### config.mk
export PLATFORM = sky130hd
export DESIGN_NAME = oc_ctrl
export DESIGN_NICKNAME = d
export VERILOG_FILES = /design/src/rtl/oc_pkg.sv /design/src/rtl/oc_clk_sel.sv /design/src/rtl/oc_ctrl.sv
export SDC_FILE = /design/constraint.sdc
export NUM_CORES = 1
export LEC_CHECK = 0
export BUFFER_PORTS_ARGS = -buffer_cell sky130_fd_sc_hd__buf_2
export CAP_MARGIN = 20
export CORE_ASPECT_RATIO = 0.6
export CORE_MARGIN = 3
export CORE_UTILIZATION = 49
export CTS_CLUSTER_SIZE = 25
export DETAILED_ROUTE_END_ITERATION = 10
export GPL_ROUTABILITY_DRIVEN = 0
export GPL_TIMING_DRIVEN = 0
export HOLD_SLACK_MARGIN = 0.06
export PLACE_DENSITY = 0.88
export SLEW_MARGIN = 0
export SYNTH_ARGS = -nofsm -noshare
export SYNTH_HDL_FRONTEND = slang
export SYNTH_SLANG_ARGS = --single-unit
### constraint.sdc
create_clock -name pclk -period 2.4 [get_ports pclk]
set_input_delay 0.48 -clock pclk [delete_from_list [all_inputs] [get_ports pclk]]
set_output_delay 0.48 -clock pclk [all_outputs]
set_load 0.05 [all_outputs]
### src/rtl/oc_pkg.sv
/*
 * Constants for the oscillator output control block: register offsets,
 * field positions, reset values, clock source codes and output states.
 * Assumes a 100 MHz APB clock and 32-bit APB data with byte addresses.
 */
// Summary of operation
// [RULE_01] Module runs only while the enable bit is one.
// [RULE_02] Output pin is driven only while the pin enable bit is one.
// [RULE_03] Read-only status bit shows the current output level; writes ignored.
// [RULE_04] Invert bit one makes the output active low.
// [RULE_05] Mode bit one selects pulse frequency, zero fixed duty cycle.
// [RULE_06] Unimplemented register bits read zero and ignore writes.
// [RULE_07] Pulse lasts two to the power of the width field, module periods.
// [RULE_08] Pulse width field matters only in pulse frequency mode.
// [RULE_09] Software keeps pulse width below the accumulator overflow period.
// [RULE_10] Two-bit field picks one of four module clock sources.
// [RULE_11] All implemented register bits reset to zero on any reset.
package oc_pkg;

	localparam int APB_AW = 12;

	// register byte addresses
	localparam logic [11:0] ADDR_CONTROL = 12'h000;
	localparam logic [11:0] ADDR_CLOCK_SELECT = 12'h004;

	// control register fields
	localparam int CTRL_ENABLE_BIT = 7;
	localparam int CTRL_PIN_ENABLE_BIT = 6;
	localparam int CTRL_LEVEL_BIT = 5;
	localparam int CTRL_INVERT_BIT = 4;
	localparam int CTRL_PFM_BIT = 0;
	localparam logic [7:0] CTRL_WRITE_MASK = 8'hd1;
	localparam logic [7:0] CTRL_RESET = 8'h00;

	// clock select register fields
	localparam int CLK_PWS_LSB = 5;
	localparam int CLK_PWS_W = 3;
	localparam int CLK_CKS_LSB = 0;
	localparam int CLK_CKS_W = 2;
	localparam logic [7:0] CLK_WRITE_MASK = 8'he3;
	localparam logic [7:0] CLK_RESET = 8'h00;

	// clock source codes
	localparam logic [1:0] CKS_FAST_OSC = 2'h0;
	localparam logic [1:0] CKS_SYSTEM = 2'h1;
	localparam logic [1:0] CKS_LOGIC_CELL = 2'h2;
	localparam logic [1:0] CKS_EXT_PIN = 2'h3;

	// nominal fast internal oscillator rate, for reference
	localparam int FAST_OSC_MHZ = 16;

	localparam int PULSE_CNT_W = 8;

	typedef enum logic [0:0] {
		OC_IDLE,
		OC_PULSE
	} oc_state_e;

	function automatic logic [PULSE_CNT_W-1:0] oc_pulse_len(
		input logic [CLK_PWS_W-1:0] pws
	);
		oc_pulse_len = 8'h01 << pws;
	endfunction : oc_pulse_len

endpackage : oc_pkg

### src/rtl/oc_clk_sel.sv
/*
 * Module clock source selector: turns the chosen source into one-cycle
 * ticks of pclk. Assumes all source inputs are synchronous to pclk and
 * slower than half its rate.
 */
`timescale 1ns/1ns
module oc_clk_sel (
	// clock and reset
	input wire logic pclk,
	input wire logic presetn,
	// selection
	input wire logic [1:0] source_select,
	input wire logic module_enable,
	// sources
	input wire logic fast_internal_oscillator,
	input wire logic logic_cell_one_output,
	input wire logic external_clock_pin,
	// module clock tick
	output logic tick_q
);
	import oc_pkg::*;

	logic [2:0] prev_q;
	logic [2:0] prev_d;
	logic tick_d;

	always_comb begin
		prev_d = {external_clock_pin, logic_cell_one_output,
			fast_internal_oscillator};
		tick_d = 1'b0;
		// [RULE_01] no ticks while disabled
		if (module_enable) begin
			// [RULE_10] source by select code
			case (source_select)
				CKS_FAST_OSC: tick_d = fast_internal_oscillator & ~prev_q[0];
				CKS_SYSTEM: tick_d = 1'b1;
				CKS_LOGIC_CELL: tick_d = logic_cell_one_output & ~prev_q[1];
				CKS_EXT_PIN: tick_d = external_clock_pin & ~prev_q[2];
				default: tick_d = 1'b0;
			endcase
		end
	end

	// history keeps sampling while disabled so enabling gives no false edge
	always_ff @(posedge pclk or negedge presetn) begin
		if (!presetn) begin
			prev_q <= 3'h0;
			tick_q <= 1'b0;
		end else begin
			prev_q <= prev_d;
			tick_q <= tick_d;
		end
	end

endmodule : oc_clk_sel

### src/rtl/oc_ctrl.sv
/*
 * Oscillator output control: APB register file, clock source selection,
 * fixed duty cycle and pulse frequency output shaping, polarity and pin.
 * Assumes the accumulator outside delivers a one-cycle overflow pulse on
 * pclk, aligned with a module clock tick it received from this block.
 */
`timescale 1ns/1ns
module oc_ctrl (
	// clock and reset
	input wire logic pclk,
	input wire logic presetn,
	// apb slave
	input wire logic psel,
	input wire logic penable,
	input wire logic pwrite,
	input wire logic [oc_pkg::APB_AW-1:0] paddr,
	input wire logic [31:0] pwdata,
	output logic [31:0] prdata,
	output logic pready,
	output logic pslverr,
	// clock sources
	input wire logic fast_internal_oscillator,
	input wire logic logic_cell_one_output,
	input wire logic external_clock_pin,
	// accumulator side
	input wire logic accumulator_overflow,
	output logic module_tick,
	output logic module_running,
	// output pin
	output logic pin_out,
	output logic pin_oe
);
	import oc_pkg::*;

	logic [7:0] ctrl_q;
	logic [7:0] ctrl_d;
	logic [7:0] clk_q;
	logic [7:0] clk_d;
	logic [31:0] prdata_q;
	logic [31:0] prdata_d;
	logic pready_q;
	logic pready_d;
	logic pslverr_q;
	logic pslverr_d;
	logic access;
	logic hit_ctrl;
	logic hit_clk;
	logic commit;
	logic level;

	logic tick;
	oc_state_e state_q;
	oc_state_e state_d;
	logic [PULSE_CNT_W-1:0] cnt_q;
	logic [PULSE_CNT_W-1:0] cnt_d;
	logic out_raw_q;
	logic out_raw_d;
	logic pin_out_q;
	logic pin_out_d;
	logic pin_oe_q;
	logic pin_oe_d;
	logic running_q;
	logic running_d;

	wire en = ctrl_q[CTRL_ENABLE_BIT];
	wire pfm = ctrl_q[CTRL_PFM_BIT];
	wire inv = ctrl_q[CTRL_INVERT_BIT];
	wire [CLK_PWS_W-1:0] pws = clk_q[CLK_PWS_LSB +: CLK_PWS_W];
	wire [CLK_CKS_W-1:0] cks = clk_q[CLK_CKS_LSB +: CLK_CKS_W];
	wire [7:0] wbyte = pwdata[7:0];

	// module output level after polarity
	assign level = out_raw_q ^ inv;

	// ---------------- apb register file ----------------
	always_comb begin
		access = psel & penable & ~pready_q;
		hit_ctrl = (paddr == ADDR_CONTROL);
		hit_clk = (paddr == ADDR_CLOCK_SELECT);
		// writes land at the edge that sees pready high
		commit = psel & penable & pready_q & pwrite;
		pready_d = access;
		pslverr_d = access & ~hit_ctrl & ~hit_clk;
		prdata_d = 32'h0;
		ctrl_d = ctrl_q;
		clk_d = clk_q;
		if (access && !pwrite) begin
			// [RULE_03] live level in status bit
			if (hit_ctrl) begin
				prdata_d[7:0] = ctrl_q & CTRL_WRITE_MASK;
				prdata_d[CTRL_LEVEL_BIT] = level;
			end
			// [RULE_06] reserved bits read zero
			if (hit_clk) begin
				prdata_d[7:0] = clk_q & CLK_WRITE_MASK;
			end
		end
		if (commit) begin
			// [RULE_06] masked writes only
			if (hit_ctrl) begin
				ctrl_d = wbyte & CTRL_WRITE_MASK;
			end
			if (hit_clk) begin
				clk_d = wbyte & CLK_WRITE_MASK;
			end
		end
	end

	always_ff @(posedge pclk or negedge presetn) begin
		// [RULE_11] all fields clear
		if (!presetn) begin
			ctrl_q <= CTRL_RESET;
			clk_q <= CLK_RESET;
			prdata_q <= 32'h0;
			pready_q <= 1'b0;
			pslverr_q <= 1'b0;
		end else begin
			ctrl_q <= ctrl_d;
			clk_q <= clk_d;
			prdata_q <= prdata_d;
			pready_q <= pready_d;
			pslverr_q <= pslverr_d;
		end
	end

	assign prdata = prdata_q;
	assign pready = pready_q;
	assign pslverr = pslverr_q;

	// ---------------- module clock ----------------
	oc_clk_sel u_clk_sel (
		.pclk(pclk),
		.presetn(presetn),
		.source_select(cks),
		.module_enable(en),
		.fast_internal_oscillator(fast_internal_oscillator),
		.logic_cell_one_output(logic_cell_one_output),
		.external_clock_pin(external_clock_pin),
		.tick_q(tick)
	);

	// ---------------- output shaping ----------------
	always_comb begin
		state_d = state_q;
		cnt_d = cnt_q;
		out_raw_d = out_raw_q;
		// [RULE_01] disabled holds output low
		if (!en) begin
			state_d = OC_IDLE;
			cnt_d = '0;
			out_raw_d = 1'b0;
		// [RULE_05] fixed duty cycle toggles
		end else if (!pfm) begin
			// [RULE_08] width field unused here
			state_d = OC_IDLE;
			cnt_d = '0;
			if (accumulator_overflow) begin
				out_raw_d = ~out_raw_q;
			end
		end else begin
			case (state_q)
				OC_IDLE: begin
					out_raw_d = 1'b0;
					// [RULE_07] load pulse length
					if (accumulator_overflow) begin
						state_d = OC_PULSE;
						cnt_d = oc_pulse_len(pws);
						out_raw_d = 1'b1;
					end
				end
				OC_PULSE: begin
					// [RULE_09] overflow during pulse is ignored
					if (tick) begin
						cnt_d = cnt_q - 8'h01;
						if (cnt_q == 8'h01) begin
							state_d = OC_IDLE;
							out_raw_d = 1'b0;
						end
					end
				end
				default: begin
					state_d = OC_IDLE;
					out_raw_d = 1'b0;
				end
			endcase
		end
		// [RULE_04] invert on the pin
		pin_out_d = out_raw_q ^ inv;
		// [RULE_02] pin driven only when allowed
		pin_oe_d = ctrl_q[CTRL_PIN_ENABLE_BIT] & en;
		running_d = en;
	end

	always_ff @(posedge pclk or negedge presetn) begin
		if (!presetn) begin
			state_q <= OC_IDLE;
			cnt_q <= '0;
			out_raw_q <= 1'b0;
			pin_out_q <= 1'b0;
			pin_oe_q <= 1'b0;
			running_q <= 1'b0;
		end else begin
			state_q <= state_d;
			cnt_q <= cnt_d;
			out_raw_q <= out_raw_d;
			pin_out_q <= pin_out_d;
			pin_oe_q <= pin_oe_d;
			running_q <= running_d;
		end
	end

	assign pin_out = pin_out_q;
	assign pin_oe = pin_oe_q;
	assign module_running = running_q;
	assign module_tick = tick;

	// ---------------- assertions ----------------
	AST_DISABLED_LOW: assert property ( // [RULE_01]
		@(posedge pclk) disable iff (!presetn)
		!en |=> !out_raw_q && !tick && !module_running)
		else $error("output or tick active while disabled");

	AST_PIN_OFF: assert property ( // [RULE_02]
		@(posedge pclk) disable iff (!presetn)
		!ctrl_q[CTRL_PIN_ENABLE_BIT] |=> !pin_oe_q)
		else $error("pin driven with pin enable clear");

	AST_STATUS_LEVEL: assert property ( // [RULE_03]
		@(posedge pclk) disable iff (!presetn)
		access && !pwrite && hit_ctrl
		|=> prdata_q[CTRL_LEVEL_BIT] == $past(level))
		else $error("status bit differs from output level");

	AST_PIN_POLARITY: assert property ( // [RULE_04]
		@(posedge pclk) disable iff (!presetn)
		inv |=> pin_out_q != $past(out_raw_q))
		else $error("pin level ignores invert bit");

	AST_FDC_TOGGLE: assert property ( // [RULE_05]
		@(posedge pclk) disable iff (!presetn)
		en && !pfm && accumulator_overflow |=> out_raw_q != $past(out_raw_q))
		else $error("fixed duty output did not toggle on overflow");

	AST_RESERVED_ZERO: assert property ( // [RULE_06]
		@(posedge pclk) disable iff (!presetn)
		pready_q |-> prdata_q[31:8] == 24'h0
			&& (ctrl_q & ~CTRL_WRITE_MASK) == 8'h00
			&& (clk_q & ~CLK_WRITE_MASK) == 8'h00)
		else $error("reserved bits not zero");

	AST_PULSE_START: assert property ( // [RULE_07]
		@(posedge pclk) disable iff (!presetn)
		en && pfm && state_q == OC_IDLE && accumulator_overflow
		|=> out_raw_q && cnt_q == oc_pulse_len($past(pws)))
		else $error("pulse started with wrong length");

	AST_PULSE_END: assert property ( // [RULE_07]
		@(posedge pclk) disable iff (!presetn)
		en && pfm && state_q == OC_PULSE && tick && cnt_q == 8'h01
		|=> !out_raw_q && state_q == OC_IDLE)
		else $error("pulse did not end after its last period");

	AST_FDC_NO_PULSE: assert property ( // [RULE_08]
		@(posedge pclk) disable iff (!presetn)
		en && !pfm |=> state_q == OC_IDLE && cnt_q == 8'h00)
		else $error("pulse logic active in fixed duty mode");

	AST_SYS_TICK: assert property ( // [RULE_10]
		@(posedge pclk) disable iff (!presetn)
		en && cks == CKS_SYSTEM |=> tick)
		else $error("system clock source gave no tick");

	AST_RESET_CLEAR: assert property ( // [RULE_11]
		@(posedge pclk) disable iff (!presetn)
		!$past(presetn) |-> ctrl_q == CTRL_RESET && clk_q == CLK_RESET)
		else $error("registers not clear after reset");

	AST_RUNNING_ON: assert property ( // [RULE_01]
		@(posedge pclk) disable iff (!presetn)
		en |=> module_running)
		else $error("module not running while enabled");

	AST_PIN_ON: assert property ( // [RULE_02]
		@(posedge pclk) disable iff (!presetn)
		en && ctrl_q[CTRL_PIN_ENABLE_BIT] |=> pin_oe_q)
		else $error("pin not driven with both enables set");

	AST_STATUS_READ_ONLY: assert property ( // [RULE_03]
		@(posedge pclk) disable iff (!presetn)
		commit && hit_ctrl |=> !ctrl_q[CTRL_LEVEL_BIT])
		else $error("status bit stored by a write");

	AST_PIN_PLAIN: assert property ( // [RULE_04]
		@(posedge pclk) disable iff (!presetn)
		!inv |=> pin_out_q == $past(out_raw_q))
		else $error("pin inverted with invert bit clear");

	AST_WRITE_MASKED: assert property ( // [RULE_06]
		@(posedge pclk) disable iff (!presetn)
		commit && hit_clk |=> clk_q == ($past(wbyte) & CLK_WRITE_MASK))
		else $error("clock select write not masked");

	AST_FDC_HOLD: assert property ( // [RULE_05]
		@(posedge pclk) disable iff (!presetn)
		en && !pfm && !accumulator_overflow |=> $stable(out_raw_q))
		else $error("fixed duty output moved without overflow");

	AST_PFM_IDLE_LOW: assert property ( // [RULE_05]
		@(posedge pclk) disable iff (!presetn)
		en && pfm && state_q == OC_IDLE && !accumulator_overflow
		|=> !out_raw_q)
		else $error("pulse output high while idle");

	AST_PULSE_HOLD: assert property ( // [RULE_07]
		@(posedge pclk) disable iff (!presetn)
		en && pfm && state_q == OC_PULSE && !(tick && cnt_q == 8'h01)
		|=> out_raw_q && state_q == OC_PULSE)
		else $error("pulse ended early");

	AST_PULSE_COUNT: assert property ( // [RULE_07]
		@(posedge pclk) disable iff (!presetn)
		en && pfm && state_q == OC_PULSE && tick
		|=> cnt_q == $past(cnt_q) - 8'h01)
		else $error("pulse counter missed a module period");

	AST_PULSE_NO_TICK: assert property ( // [RULE_07]
		@(posedge pclk) disable iff (!presetn)
		en && pfm && state_q == OC_PULSE && !tick |=> $stable(cnt_q))
		else $error("pulse counter moved without a module period");

	AST_FAST_TICK: assert property ( // [RULE_10]
		@(posedge pclk) disable iff (!presetn)
		en && cks == CKS_FAST_OSC
		|=> tick == ($past(fast_internal_oscillator)
			&& !$past(fast_internal_oscillator, 2)))
		else $error("fast oscillator edge not turned into a tick");

	AST_CELL_TICK: assert property ( // [RULE_10]
		@(posedge pclk) disable iff (!presetn)
		en && cks == CKS_LOGIC_CELL
		|=> tick == ($past(logic_cell_one_output)
			&& !$past(logic_cell_one_output, 2)))
		else $error("logic cell edge not turned into a tick");

	AST_EXT_TICK: assert property ( // [RULE_10]
		@(posedge pclk) disable iff (!presetn)
		en && cks == CKS_EXT_PIN
		|=> tick == ($past(external_clock_pin)
			&& !$past(external_clock_pin, 2)))
		else $error("external pin edge not turned into a tick");

	AST_PREADY_PULSE: assert property (
		@(posedge pclk) disable iff (!presetn)
		pready_q |=> !pready_q)
		else $error("ready held longer than one cycle");

	AST_UNMAPPED_ERROR: assert property (
		@(posedge pclk) disable iff (!presetn)
		access && !hit_ctrl && !hit_clk |=> pslverr_q && prdata_q == 32'h0)
		else $error("unmapped access not flagged");

endmodule : oc_ctrl

==> impl_results.md <==
- Slew Limit Fails: 0
- Drt via density: 4.88
- Setup ws final: slightly below 600 ps
- Mean area per synthesized cell: 10.2 um^2
- Antenna Cells: 0
- # nets final: slightly above 300
- Post-layout util: 0.661
- Non-filler cells, final: 294
- CTS clock-pin slew for the worst setup and hold paths: about 70 ps
- Most frequent cell on the critical path: clkbuf_1
- Cell area after synthesis: between 1500 and 2000 um^2
- Rel. slew slack: 0.505
- Crit path max fanout: 10
- Core area: 3400 um^2
- Setup Slack @ Placement: 337 ps
- Global-route usage over all layers: 0.196
- Crit-path max cell delay: 420 ps
- Clock Sink Count: 34
- Height of the die: roughly 53 um
- Crit-path slowest cell: clkbuf_1
- Yosys reg bits: 34
- Post-DP HPWL: ~3.0 mm
- I/O pin count: just over 90
- Starting Density: 0.536
- Grt ovf: 0
- Largest net degree at the start of global routing: 35
- DR iter-0 viols: approximately 120
- # setup viols final: 0
- Netlist cell types: 39
- RSZ-0062 raised after global routing: no
- Total power: about 1.2 mW
- Max cap viols: 0
- # hold bufs at CTS: 0
- Worst slew pin tran: approximately 740 ps
- Cell family with most CP delay: buffers and inverters
- Synth Instances: approximately 180
- VDD IR max: roughly 0.4 mV
- Final WL: between 3 and 4 mm
- Row count: 16
- Sequential fraction of the synthesis area: 0.466
- Number of flops mapped to enable cells by yosys: 0
- Via count: between 1k and 1.5k
- Crit-path cells: clkbuf_1 > clkbuf_1 > o21ai_0 > a221o_1
- Cell count after placement: between 200 and 300
- Area added between synthesis and finish: 23.4%
- Pwr dens: 532 nW/um^2
- Min Tclk post-route: ~1800 ps
- Post-Route Skew: 7.28 ps
- CP bufs+invs: 2
- CTS tree: built
- Worst setup SP type: flop
- CP startpoint: state_q
- Status: finished clean
- PostCTS Resize Cnt: 0
- Worst Hold Class: in2async
- # H-tree levels: 2
- Buffers on Ports: 37
- DR pass1 iterations: 4
- Vias in the first global route: roughly 1.4k
- Final Hold Viols: 0
- Worst-skew pair later-pin latency: slightly below 300 ps
- Wire length per cell: 13.4 um
- CP required: 2570 ps
- Post-synth ARST share: 1.00
- Number of setup buffers added after CTS: 0
- # DRC: 0
- DRT antenna net count: 0
- R2r startpoint: state_q
- CP Class: reg2reg
- Setup total negative slack: 0 ps
- Die area: 4520 um^2
- Antenna violations before repair: 0
- Clock Tree Root: clkbuf_8
- Crit end category: flop
- First-pass GRT wire length: 6.59 mm
- Crit share post-route: 0.754
- Leak: 1.19 nW
- Clock Path Buffers: 2
- Yosys warning count: 0
- CP Data Arrival Time: around 2000 ps
- Share of layout cells above drive strength 1: 0.349
- Chip width: roughly 85 um
- TritonCTS buffer count: 5
- Post-synth top flop: dfrtp_1
- Fmax: roughly 550 MHz
-- final cells by class --
type	instances	area, um^2
plain buffers	35	239
clock buffers	7	86.3
clock inverters	1	5.00
fillers	283	1150
inverters	8	30.0
multi-input cells	127	798
flip-flops and latches	34	851
well taps	45	56.3
repair buffers	37	185
-- synthesized netlist by cell type, types with 2 or more instances --
| master | n | area, um^2 |
|---|---|---|
| nor2b_1 | 2 | 12.5 |
| mux2i_1 | 3 | 30.0 |
| nor3b_1 | 3 | 22.5 |
| nor2_1 | 12 | 45.0 |
| nand2_1 | 11 | 41.3 |
| inv_1 | 8 | 30.0 |
| a31oi_1 | 6 | 37.5 |
| xor2_1 | 2 | 17.5 |
| nor4_1 | 4 | 25.0 |
| nand4_1 | 3 | 18.8 |
| mux2_4 | 5 | 75.1 |
| ha_1 | 2 | 25.0 |
| o21ai_0 | 14 | 70.1 |
| a21oi_1 | 7 | 35.0 |
| dfrtp_1 | 34 | 851 |
| nor4bb_1 | 2 | 20.0 |
| clkbuf_1 | 6 | 22.5 |
| buf_2 | 2 | 10.0 |
| buf_4 | 26 | 195 |
| nor4b_1 | 4 | 35.0 |
| mux2_2 | 5 | 56.3 |
-- registers in the layout, indices dropped and copies added, names as in the netlist --
| name | cells |
|---|---|
| clk_q | 5 |
| pin_oe | 1 |
| module_running | 1 |
| pready | 1 |
| cnt_q | 8 |
| ctrl_q | 4 |
| u_clk_sel.tick_q | 1 |
| prdata | 6 |
| u_clk_sel.prev_q | 3 |
| pin_out | 1 |
| pslverr | 1 |
| out_raw_q | 1 |
| state_q | 1 |
-- worst paths after layout --
| check | slack (ps) | cells past startpoint | end |
|---|---|---|---|
| max | 590 | 4 | cnt_q[7] |
| min | 250 | 1 | cnt_q[5] |
| max reg2reg | 590 | 4 | cnt_q[7] |
| min reg2reg | 400 | 0 | module_running |
| max in group asynchronous | 1680 | 1 | u_clk_sel.prev_q[0] |
| min in group pclk | 300 | 1 | u_clk_sel.prev_q[1] |
-- where the power goes --
part	total (mW)	internal, mW	switching, mW
Clock	0.439	0.231	0.208
Sequential	0.579	0.577	0.00155
Combinational	0.180	0.0517	0.128
Total	1.20	0.860	0.338
-- metal layers --
layer  routed length (um)  vias to the layer above  global-route usage
li1                     -                      713                   -
met1                 1900                      661               0.277
met2                 1680                       52               0.266
met3                  292                        8              0.0684
met4                   68                        0              0.0921
met5                    0                        -                   0
-- logic make-up after synthesis --
group | after synthesis | share of synthesized area
xor gates and xnor gates | 2 | 0.00960
other | 1 | 0.00206
buffers and inverters | 43 | 0.147
AOI/OAI and AO/OA | 32 | 0.104
muxes | 13 | 0.0885
and+or+nand+nor | 52 | 0.169
DFF | 34 | 0.466
adders and majority gates | 2 | 0.0137
-- per-stage QoR --
step,hold WS [ps],cell area [um^2]
floorplan,184,1920
global placement,364,2160
detailed placement,386,2160
CTS,271,2250
global route,298,2250
finish,249,2250
-- layout by cell type, fill, tap and decap left out, types with 2 or more instances in the layout --
| master | n |
|---|---|
| mux2_2 | 5 |
| nor3b_1 | 3 |
| nor4_1 | 4 |
| dfrtp_1 | 34 |
| a21oi_1 | 7 |
| nor4b_1 | 4 |
| nand2_1 | 11 |
| nand4_1 | 3 |
| nor2_1 | 12 |
| mux2i_1 | 3 |
| nor4bb_1 | 2 |
| nor2b_1 | 2 |
| clkbuf_1 | 7 |
| conb_1 | 26 |
| buf_2 | 39 |
| buf_4 | 26 |
| ha_1 | 2 |
| mux2_4 | 5 |
| a31oi_1 | 6 |
| clkbuf_8 | 6 |
| inv_1 | 8 |
| o21ai_0 | 14 |
| xor2_1 | 2 |
No activity file was read; power rests on OpenSTA's default activity.
